===== src/hw/pm_mode_pkg.sv =====
// constants for the program memory mode decoder
package pm_mode_pkg;

  localparam int          ADDR_W          = 21;
  localparam int          WORD_W          = 16;
  localparam int          REG_ADDR_W      = 4;
  localparam int          REG_DATA_W      = 8;

  // program memory mode field encodings
  localparam logic [1:0]  MODE_INTERNAL_ONLY = 2'h3;
  localparam logic [1:0]  MODE_EXTERNAL_ONLY = 2'h2;
  localparam logic [1:0]  MODE_BOOT_BLOCK    = 2'h1;
  localparam logic [1:0]  MODE_EXTENDED      = 2'h0;

  // address map limits
  localparam logic [20:0] BOOT_BLOCK_TOP  = 21'h0007ff;
  localparam logic [20:0] FLASH_TOP_48K   = 21'h00bfff;
  localparam logic [20:0] FLASH_TOP_64K   = 21'h00ffff;

  // vectors
  localparam logic [20:0] RESET_VECTOR    = 21'h000000;
  localparam logic [20:0] IRQ_HIGH_VECTOR = 21'h000008;
  localparam logic [20:0] IRQ_LOW_VECTOR  = 21'h000018;

  // access kinds on the program bus
  localparam logic [1:0]  KIND_FETCH      = 2'h0;
  localparam logic [1:0]  KIND_TABLE_RD   = 2'h1;
  localparam logic [1:0]  KIND_TABLE_WR   = 2'h2;

  // register offsets
  localparam logic [3:0]  REG_CONFIG_LOW  = 4'h0;
  localparam logic [3:0]  REG_MEM_CONTROL = 4'h1;
  localparam logic [3:0]  REG_STATUS      = 4'h2;

  // configuration byte layout and erased value
  localparam int          CFG_WAIT_EN_BIT = 7;
  localparam int          CFG_MODE_LSB    = 0;
  localparam logic [7:0]  CFG_IMPL_MASK   = 8'h83;
  localparam logic [7:0]  CFG_ERASED      = 8'h83;

  // memory control register layout
  localparam int          MEMCTL_WAIT_LSB = 4;
  localparam logic [7:0]  MEMCTL_MASK     = 8'h30;
  localparam logic [7:0]  MEMCTL_RESET    = 8'h00;

  localparam logic [1:0]  WAIT_NONE       = 2'h0;

endpackage : pm_mode_pkg


===== src/hw/pm_region_decode.sv =====
// address to memory region decode for one program memory mode
`timescale 1ns/10ps
module pm_region_decode (
  input  wire logic [1:0]  mode,
  input  wire logic        flash_64k,
  input  wire logic [20:0] addr,
  output logic             to_internal,
  output logic             to_external
);

  logic [20:0] flash_top;

  always_comb begin
    flash_top   = flash_64k ? pm_mode_pkg::FLASH_TOP_64K : pm_mode_pkg::FLASH_TOP_48K;
    to_internal = 1'b0;
    to_external = 1'b0;
    unique case (mode)
      pm_mode_pkg::MODE_EXTERNAL_ONLY: begin
        to_external = 1'b1;
      end
      pm_mode_pkg::MODE_BOOT_BLOCK: begin
        to_internal = (addr <= pm_mode_pkg::BOOT_BLOCK_TOP);
        to_external = (addr > pm_mode_pkg::BOOT_BLOCK_TOP);
      end
      pm_mode_pkg::MODE_INTERNAL_ONLY: begin
        to_internal = (addr <= flash_top);
      end
      pm_mode_pkg::MODE_EXTENDED: begin
        to_internal = (addr <= flash_top);
        to_external = (addr > flash_top);
      end
    endcase
  end

endmodule : pm_region_decode


===== src/hw/pm_vector_select.sv =====
// program counter load vector for reset and interrupt entry
`timescale 1ns/10ps
module pm_vector_select (
  input  wire logic        clk,
  input  wire logic        rst,
  input  wire logic        irq_high,
  input  wire logic        irq_low,
  output logic             pc_load,
  output logic [20:0]      pc_vector
);

  logic        load_q;
  logic [20:0] vector_q;

  always_ff @(posedge clk) begin
    if (rst) begin
      load_q   <= 1'b1;
      vector_q <= pm_mode_pkg::RESET_VECTOR;
    end else if (irq_high) begin
      load_q   <= 1'b1;
      vector_q <= pm_mode_pkg::IRQ_HIGH_VECTOR;
    end else if (irq_low) begin
      load_q   <= 1'b1;
      vector_q <= pm_mode_pkg::IRQ_LOW_VECTOR;
    end else begin
      load_q   <= 1'b0;
    end
  end

  assign pc_load   = load_q;
  assign pc_vector = vector_q;

endmodule : pm_vector_select


===== src/hw/program_memory_mode_decoder.sv =====
// program memory mode decoder: routes program bus accesses to flash or external memory
`timescale 1ns/10ps
module program_memory_mode_decoder #(
  parameter bit HAS_EXT_BUS = 1'b1,
  parameter bit FLASH_64K   = 1'b1
) (
  input  wire logic        CLK_SYS,
  input  wire logic        RST,
  // register port
  input  wire logic [3:0]  REG_ADDR,
  input  wire logic [7:0]  REG_WDATA,
  input  wire logic        REG_WR,
  input  wire logic        REG_RD,
  output logic      [7:0]  REG_RDATA,
  // program bus from the core
  input  wire logic        PM_REQ,
  input  wire logic [1:0]  PM_KIND,
  input  wire logic [20:0] PM_ADDR,
  input  wire logic [15:0] PM_WDATA,
  output logic             PM_BUSY,
  output logic             PM_DONE,
  output logic      [15:0] PM_RDATA,
  // on-chip flash
  output logic             FLASH_REQ,
  output logic             FLASH_WR,
  output logic      [20:0] FLASH_ADDR,
  output logic      [15:0] FLASH_WDATA,
  input  wire logic [15:0] FLASH_RDATA,
  // external memory interface
  output logic             EXT_REQ,
  output logic      [1:0]  EXT_KIND,
  output logic      [20:0] EXT_ADDR,
  output logic      [15:0] EXT_WDATA,
  output logic      [1:0]  EXT_WAIT_STATES,
  input  wire logic        EXT_DONE,
  input  wire logic [15:0] EXT_RDATA,
  // vectors
  input  wire logic        IRQ_HIGH,
  input  wire logic        IRQ_LOW,
  output logic             PC_LOAD,
  output logic      [20:0] PC_VECTOR
);

  typedef enum logic [1:0] {ST_IDLE, ST_FLASH_ISSUE, ST_FLASH_DATA, ST_EXT} bus_state_t;

  bus_state_t  state_q;
  bus_state_t  state_d;

  logic [7:0]  config_q;
  logic [7:0]  memctl_q;
  logic [7:0]  reg_rdata_q;
  logic [1:0]  mode_eff;
  logic        internal_only;
  logic        to_internal;
  logic        to_external;
  logic        kind_ok;
  logic        accept;
  logic        pm_done_q;
  logic [15:0] pm_rdata_q;
  logic        flash_req_q;
  logic        flash_wr_q;
  logic [20:0] flash_addr_q;
  logic [15:0] flash_wdata_q;
  logic        ext_req_q;
  logic [1:0]  ext_kind_q;
  logic [20:0] ext_addr_q;
  logic [15:0] ext_wdata_q;
  logic [1:0]  wait_states_q;
  logic        is_write_q;
  logic [7:0]  memctl_vis;
  logic        start_int;
  logic        start_ext;

  function automatic logic [7:0] memctl_view(input logic [7:0] value, input logic int_only);
    memctl_view = int_only ? 8'h00 : (value & pm_mode_pkg::MEMCTL_MASK);
  endfunction : memctl_view

  // mode decode; program-space routing and the memory control register access both depend on it
  always_comb begin
    mode_eff = config_q[pm_mode_pkg::CFG_MODE_LSB +: 2];
    if (!HAS_EXT_BUS) begin
      mode_eff = pm_mode_pkg::MODE_INTERNAL_ONLY;
    end
  end

  assign internal_only = (mode_eff == pm_mode_pkg::MODE_INTERNAL_ONLY);

  // software view of the memory control register, gone in internal-only mode
  assign memctl_vis = memctl_view(memctl_q, internal_only);

  pm_region_decode u_decode (
    .mode        (mode_eff),
    .flash_64k   (FLASH_64K),
    .addr        (PM_ADDR),
    .to_internal (to_internal),
    .to_external (to_external)
  );

  pm_vector_select u_vectors (
    .clk       (CLK_SYS),
    .rst       (RST),
    .irq_high  (IRQ_HIGH),
    .irq_low   (IRQ_LOW),
    .pc_load   (PC_LOAD),
    .pc_vector (PC_VECTOR)
  );

  // fetch, table read and table write are allowed wherever the region is reachable; kind 3 is refused
  assign kind_ok = (PM_KIND == pm_mode_pkg::KIND_FETCH) ||
                   (PM_KIND == pm_mode_pkg::KIND_TABLE_RD) ||
                   (PM_KIND == pm_mode_pkg::KIND_TABLE_WR);
  assign accept  = PM_REQ && (state_q == ST_IDLE);

  // a request starts a flash or external cycle only when its region is reachable
  assign start_int = accept && kind_ok && to_internal;
  assign start_ext = accept && kind_ok && to_external;

  // configuration byte: unused bits forced low, erased value after reset
  always_ff @(posedge CLK_SYS) begin
    if (RST) begin
      config_q <= pm_mode_pkg::CFG_ERASED;
    end else if (REG_WR && (REG_ADDR == pm_mode_pkg::REG_CONFIG_LOW)) begin
      config_q <= REG_WDATA & pm_mode_pkg::CFG_IMPL_MASK;
    end
  end

  // memory control register exists only outside internal-only mode
  always_ff @(posedge CLK_SYS) begin
    if (RST) begin
      memctl_q <= pm_mode_pkg::MEMCTL_RESET;
    end else if (REG_WR && (REG_ADDR == pm_mode_pkg::REG_MEM_CONTROL) && !internal_only) begin
      memctl_q <= REG_WDATA & pm_mode_pkg::MEMCTL_MASK;
    end
  end

  // register read data valid only in the cycle after the read strobe
  always_ff @(posedge CLK_SYS) begin
    if (RST) begin
      reg_rdata_q <= 8'h00;
    end else if (REG_RD) begin
      unique case (REG_ADDR)
        pm_mode_pkg::REG_CONFIG_LOW: begin
          reg_rdata_q <= config_q & pm_mode_pkg::CFG_IMPL_MASK;
        end
        pm_mode_pkg::REG_MEM_CONTROL: begin
          reg_rdata_q <= memctl_view(memctl_q, internal_only);
        end
        pm_mode_pkg::REG_STATUS: begin
          reg_rdata_q <= {2'h0, HAS_EXT_BUS, FLASH_64K, (state_q != ST_IDLE), 1'b0, mode_eff};
        end
        default: begin
          reg_rdata_q <= 8'h00;
        end
      endcase
    end else begin
      reg_rdata_q <= 8'h00;
    end
  end

  // wait count toward the external interface
  always_ff @(posedge CLK_SYS) begin
    if (RST) begin
      wait_states_q <= pm_mode_pkg::WAIT_NONE;
    end else if (config_q[pm_mode_pkg::CFG_WAIT_EN_BIT]) begin
      wait_states_q <= pm_mode_pkg::WAIT_NONE;
    end else begin
      wait_states_q <= memctl_vis[pm_mode_pkg::MEMCTL_WAIT_LSB +: 2];
    end
  end

  // program bus sequencer, independent of any data memory traffic
  always_comb begin
    state_d = state_q;
    unique case (state_q)
      ST_IDLE: begin
        if (start_int) begin
          state_d = ST_FLASH_ISSUE;
        end else if (start_ext) begin
          state_d = ST_EXT;
        end
      end
      ST_FLASH_ISSUE: begin
        state_d = ST_FLASH_DATA;
      end
      ST_FLASH_DATA: begin
        state_d = ST_IDLE;
      end
      ST_EXT: begin
        if (EXT_DONE) begin
          state_d = ST_IDLE;
        end
      end
    endcase
  end

  always_ff @(posedge CLK_SYS) begin
    if (RST) begin
      state_q <= ST_IDLE;
    end else begin
      state_q <= state_d;
    end
  end

  // flash side: one-cycle request, data returns the cycle after
  always_ff @(posedge CLK_SYS) begin
    if (RST) begin
      flash_req_q   <= 1'b0;
      flash_wr_q    <= 1'b0;
      flash_addr_q  <= 21'h000000;
      flash_wdata_q <= 16'h0000;
    end else if (start_int) begin
      flash_req_q   <= 1'b1;
      flash_wr_q    <= (PM_KIND == pm_mode_pkg::KIND_TABLE_WR);
      flash_addr_q  <= PM_ADDR;
      flash_wdata_q <= PM_WDATA;
    end else begin
      flash_req_q   <= 1'b0;
      flash_wr_q    <= 1'b0;
    end
  end

  // external side: request held until the interface reports done
  always_ff @(posedge CLK_SYS) begin
    if (RST) begin
      ext_req_q   <= 1'b0;
      ext_kind_q  <= pm_mode_pkg::KIND_FETCH;
      ext_addr_q  <= 21'h000000;
      ext_wdata_q <= 16'h0000;
    end else if (start_ext) begin
      ext_req_q   <= 1'b1;
      ext_kind_q  <= PM_KIND;
      ext_addr_q  <= PM_ADDR;
      ext_wdata_q <= PM_WDATA;
    end else if ((state_q == ST_EXT) && EXT_DONE) begin
      ext_req_q   <= 1'b0;
    end
  end

  always_ff @(posedge CLK_SYS) begin
    if (RST) begin
      is_write_q <= 1'b0;
    end else if (accept) begin
      is_write_q <= (PM_KIND == pm_mode_pkg::KIND_TABLE_WR);
    end
  end

  // completion and read data back to the core
  always_ff @(posedge CLK_SYS) begin
    if (RST) begin
      pm_done_q  <= 1'b0;
      pm_rdata_q <= 16'h0000;
    end else if (accept && !(kind_ok && (to_internal || to_external))) begin
      pm_done_q  <= 1'b1;
      pm_rdata_q <= 16'h0000;
    end else if (state_q == ST_FLASH_DATA) begin
      pm_done_q  <= 1'b1;
      pm_rdata_q <= is_write_q ? 16'h0000 : FLASH_RDATA;
    end else if ((state_q == ST_EXT) && EXT_DONE) begin
      pm_done_q  <= 1'b1;
      pm_rdata_q <= is_write_q ? 16'h0000 : EXT_RDATA;
    end else begin
      pm_done_q  <= 1'b0;
    end
  end

  assign PM_BUSY         = (state_q != ST_IDLE);
  assign PM_DONE         = pm_done_q;
  assign PM_RDATA        = pm_rdata_q;
  assign REG_RDATA       = reg_rdata_q;
  assign FLASH_REQ       = flash_req_q;
  assign FLASH_WR        = flash_wr_q;
  assign FLASH_ADDR      = flash_addr_q;
  assign FLASH_WDATA     = flash_wdata_q;
  assign EXT_REQ         = ext_req_q;
  assign EXT_KIND        = ext_kind_q;
  assign EXT_ADDR        = ext_addr_q;
  assign EXT_WDATA       = ext_wdata_q;
  assign EXT_WAIT_STATES = wait_states_q;

endmodule : program_memory_mode_decoder


===== config.mk =====
export PLATFORM = sky130hd
export DESIGN_NAME = program_memory_mode_decoder
export DESIGN_NICKNAME = d
export VERILOG_FILES = /design/src/hw/pm_mode_pkg.sv /design/src/hw/pm_region_decode.sv /design/src/hw/pm_vector_select.sv /design/src/hw/program_memory_mode_decoder.sv
export SDC_FILE = /design/constraint.sdc
export NUM_CORES = 1
export LEC_CHECK = 0
export BUFFER_PORTS_ARGS = -buffer_cell sky130_fd_sc_hd__buf_2
export CAP_MARGIN = 10
export CORE_ASPECT_RATIO = 1.75
export CORE_MARGIN = 8
export CORE_UTILIZATION = 28
export CTS_BUF_LIST = sky130_fd_sc_hd__clkbuf_2 sky130_fd_sc_hd__clkbuf_4 sky130_fd_sc_hd__clkbuf_8
export CTS_CLUSTER_SIZE = 25
export DETAILED_ROUTE_END_ITERATION = 6
export GPL_TIMING_DRIVEN = 1
export HOLD_SLACK_MARGIN = 0.12
export PLACE_DENSITY = 0.55
export SLEW_MARGIN = 5
export SYNTH_ARGS = -nofsm -noshare
export SYNTH_HDL_FRONTEND = slang
export SYNTH_HIERARCHICAL = 1
export SYNTH_SLANG_ARGS = --single-unit

===== constraint.sdc =====
create_clock -name CLK_SYS -period 2 [get_ports CLK_SYS]
set_input_delay 0.1 -clock CLK_SYS [delete_from_list [all_inputs] [get_ports CLK_SYS]]
set_output_delay 0.1 -clock CLK_SYS [all_outputs]
set_load 0.01 [all_outputs]

==> results_dict.tcl <==
set metrics [dict create \
    status "finished clean" \
    min_from "FLASH_RDATA[10]" \
    topRoutingLayerUsed "met4" \
    synth_flop_cell "dfxtp_1" \
    synth_area_um2 5210 \
    power.density_nw_per_um2 638 \
    ant_nets 0 \
    start_kind "primary input" \
    grt_pass1_wl_mm 26.4 \
    clockRootBuffer "clkbuf_8" \
    port_buffers 195 \
    hold_viol_final 0 \
    rrSetupSlack_ns 0.13 \
    crit_buf_inv 4 \
    cts.path.max_buffers 2 \
    path_cells "dlygate4sd3_1 > buf_2 > nor3_1 > dlygate4sd3_1 > nand2_1 > a21oi_1 > dlygate4sd3_1" \
    totalWireLength_mm 16.8 \
    endpoint "REG_RDATA[5]" \
    synth_top_cells_by_area "dfxtp_1, mux2i_1, nand2b_1, buf_4, o21ai_0" \
    pwr-share-comb_pct 9.9 \
    antenna_cells 0 \
    finalNonFillerCells 1085 \
    wl_met3_mm 1.32 \
    final_cell_mix "buf_2, nand2b_1, dfxtp_1, dlygate4sd3_1, mux2i_1" \
    cts_num_sinks 115 \
    grt_remaining_overflow 0 \
    syn_inst 535 \
    via_count 4751 \
    ys_warn_count 6 \
    leakage_nw 3.70 \
    seq_area_frac_synth_pct 44.2 \
    synth-seq-cells 115 \
    grt_max_degree 97 \
    timing.slew.headroom_pct 57.3 \
    fmax_ghz 0.518 \
    setup_viol 0 \
    cts_buffers 17 \
    layout-drive-gt1-share_pct 31.3 \
    routedWlPerCell_um 15.5 \
    synthArstFlopShare_pct 0 \
    remaining_drc_errors 0 \
    first_iter_violations 149 \
    first_pass_iters 4 \
    synth_area_per_cell_um2 9.74 \
    post-route-min-period_ns 1.93 \
    die_w_um 119 \
    routabilityCongestion 0.723 \
    cpLargestDelayFamily "buffers and inverters" \
    p_sw_mw 1.18 \
    synth_top_area_share_pct 44.2 \
    critPathCaptureType "register" \
    fp.coreArea_um2 18400 \
    cts_tree "built" \
    fin_skew_ns 0.0104 \
    startpoint "REG_ADDR[3]" \
    postLayoutCoreUtil_pct 42.6 \
    slowest_stage "dlygate4sd3_1" \
    criticalPathCategory "in -> reg" \
    crit_top_cell "dlygate4sd3_1" \
    hpwl_mm 11.6 \
    slew_viol_final 0 \
    critPathArrivalTime_ns 2.30 \
    cp.required_ns 2.37 \
    hold_ws_ns 0.235 \
    grt_usage_pct 14.2 \
    grt_pass1_vias 5126 \
    dieArea_um2 23400 \
    switching_share_pct 23.6 \
    cp_max_fo 4 \
    viasPerCell 4.38 \
    m1WireLength_mm 6.16 \
    rsz0062_at_grt "false" \
    synth_area_leader_cell "dfxtp_1" \
    worstMarginPinSlew_ns 0.634 \
    path_clk_slew_ns 0.06 \
    rr_endpoint "memctl_q[4]" \
    die_y_um 196 \
    clock_power_share_pct 43.8 \
    wl_met2_mm 9.05 \
    irDropWorstVdd_v 0.000526 \
    worstReg2RegStart "config_q[1]" \
    fillCellCount 1831 \
    rows 66 \
    yosysUniqueCellTypes 45 \
    reg2regPathDepth 5 \
    start_util_pct 28.3 \
    max_cap_viol_count 0 \
    mostFrequentLayoutCell "buf_2" \
    grt_antenna_before_repair 0 \
    htreeDepth 4 \
    dp_cells 957 \
    max_stage_delay_ns 0.59 \
    worstHoldPathType "in -> reg" \
    ios 220 \
    syn_to_final_growth_pct 50.4 \
    finalCritPeriodShare_pct 96.5 \
    setup_tns_ns 0 \
    power_frac_seq_pct 46.4 \
    clk_latency_ns 0.43 \
    synth_edf_count 0 \
    cp_num_cells 7 \
    nets 930 \
    total_power_mw 5.00 \
    internal_power_mw 3.82 \
]
## final cells by class
class	instances	area, um2	area share [%]
Multi-Input combinational cell	380	2630	33.6
Clock buffer	22	297	3.78
Sequential cell	115	2300	29.4
Timing Repair Buffer	314	2180	27.8
Tap cell	238	298	3.80
Clock inverter	9	104	1.33
Inverter	7	28.8	0.367
## Yosys cell counts (2+ instances only)
| cell | instances |
|---|---|
| dfxtp_1 | 115 |
| nand4_1 | 3 |
| mux2i_1 | 77 |
| o21ai_0 | 32 |
| nor4_1 | 3 |
| inv_1 | 7 |
| nor2b_1 | 19 |
| buf_4 | 23 |
| conb_1 | 3 |
| clkbuf_1 | 22 |
| and2_1 | 4 |
| buf_12 | 3 |
| ha_1 | 4 |
| and3_1 | 22 |
| a211oi_1 | 2 |
| nand2b_1 | 118 |
| a211o_1 | 3 |
| nor3_1 | 4 |
| buf_6 | 3 |
| o31ai_1 | 2 |
| a21oi_1 | 22 |
| nand2_1 | 9 |
| nand3_1 | 7 |
| nor2_1 | 7 |
## metal layers
metal / track usage [%] / vias to the layer above
li1: - / 2381
met1: 13.1 / 2199
met2: 26.7 / 156
met3: 5.39 / 15
met4: 6.31 / 0
met5: 0 / -
## stage by stage
| stage | area (um2) | setup WS [ns] |
|---|---|---|
| 2_1_floorplan | 5290 | 0.0288 |
| 3_3_place_gp | 6430 | -0.0934 |
| 3_5_place_dp | 6430 | -0.126 |
| 4_1_cts | 7800 | 0.0192 |
| 5_1_grt | 7840 | 0.000991 |
| 6_report | 7840 | 0.0701 |
## power by group through the flow
stage | clock network [mW] | logic (mW) | registers, mW
after CTS | 2.30 | 0.487 | 2.32
after detailed placement | 0 | 0.371 | 2.37
after global placement | 0 | 0.373 | 2.37
final | 2.19 | 0.494 | 2.32
after floorplan | 0 | 0.213 | 2.38
after global routing | 2.38 | 0.540 | 2.32
## sequential cells by signal, summed over array words and instances, names as in the netlist
| register | count |
|---|---|
| state_q | 2 |
| memctl_q | 2 |
| EXT_KIND | 2 |
| EXT_REQ | 1 |
| FLASH_REQ | 1 |
| EXT_WDATA | 16 |
| is_write_q | 1 |
| config_q | 3 |
| u_vectors/pc_load | 1 |
| REG_RDATA | 6 |
| EXT_ADDR | 21 |
| FLASH_WR | 1 |
| PM_DONE | 1 |
| FLASH_ADDR | 21 |
| EXT_WAIT_STATES | 2 |
| u_vectors/pc_vector | 2 |
| FLASH_WDATA | 16 |
| PM_RDATA | 16 |
## timing repair
action | 4_1_cts | 5_1_grt
cloned | 0 | 1
hold buffers | 96 | 0
pin swaps | 0 | 2
hold endpoints to repair | 111 | 0
buffers inserted | 0 | 0
setup endpoints to repair | 6 | 83
gates resized for setup | 2 | 9
## worst reg2reg max path: stages, from the launching register on
cell and delay [ns]:
dfxtp_2 0.34, buf_4 0.16, a211oi_2 0.27, and3_1 0.26
mux2i_1 0.20, dlygate4sd3_1 0.57
## worst min-delay path by stage
| stage | slack (ns) | depth (start not counted) | endpoint |
|---|---|---|---|
| 2_1_floorplan | 0.17 | 1 | FLASH_WR |
| 3_3_place_gp | 0.30 | 2 | u_vectors/pc_vector[4] |
| 3_5_place_dp | 0.31 | 2 | u_vectors/pc_vector[4] |
| 4_1_cts | 0.14 | 4 | PM_RDATA[10] |
| 5_1_grt | 0.22 | 4 | PM_RDATA[10] |
| 6_report | 0.24 | 4 | PM_RDATA[10] |
## kinds of logic (layout without fill, tap and decap cells)
group | after synthesis | in the layout | share of synthesized area (%)
simple gates | 205 | 206 | 24.5
buf+inv | 60 | 352 | 7.59
flops | 115 | 115 | 44.2
fa+ha+maj | 4 | 4 | 0.960
other cells | 3 | 22 | 0.216
compound gates | 71 | 71 | 7.78
mux | 77 | 77 | 14.8
No activity file was read; power rests on OpenSTA's default activity.
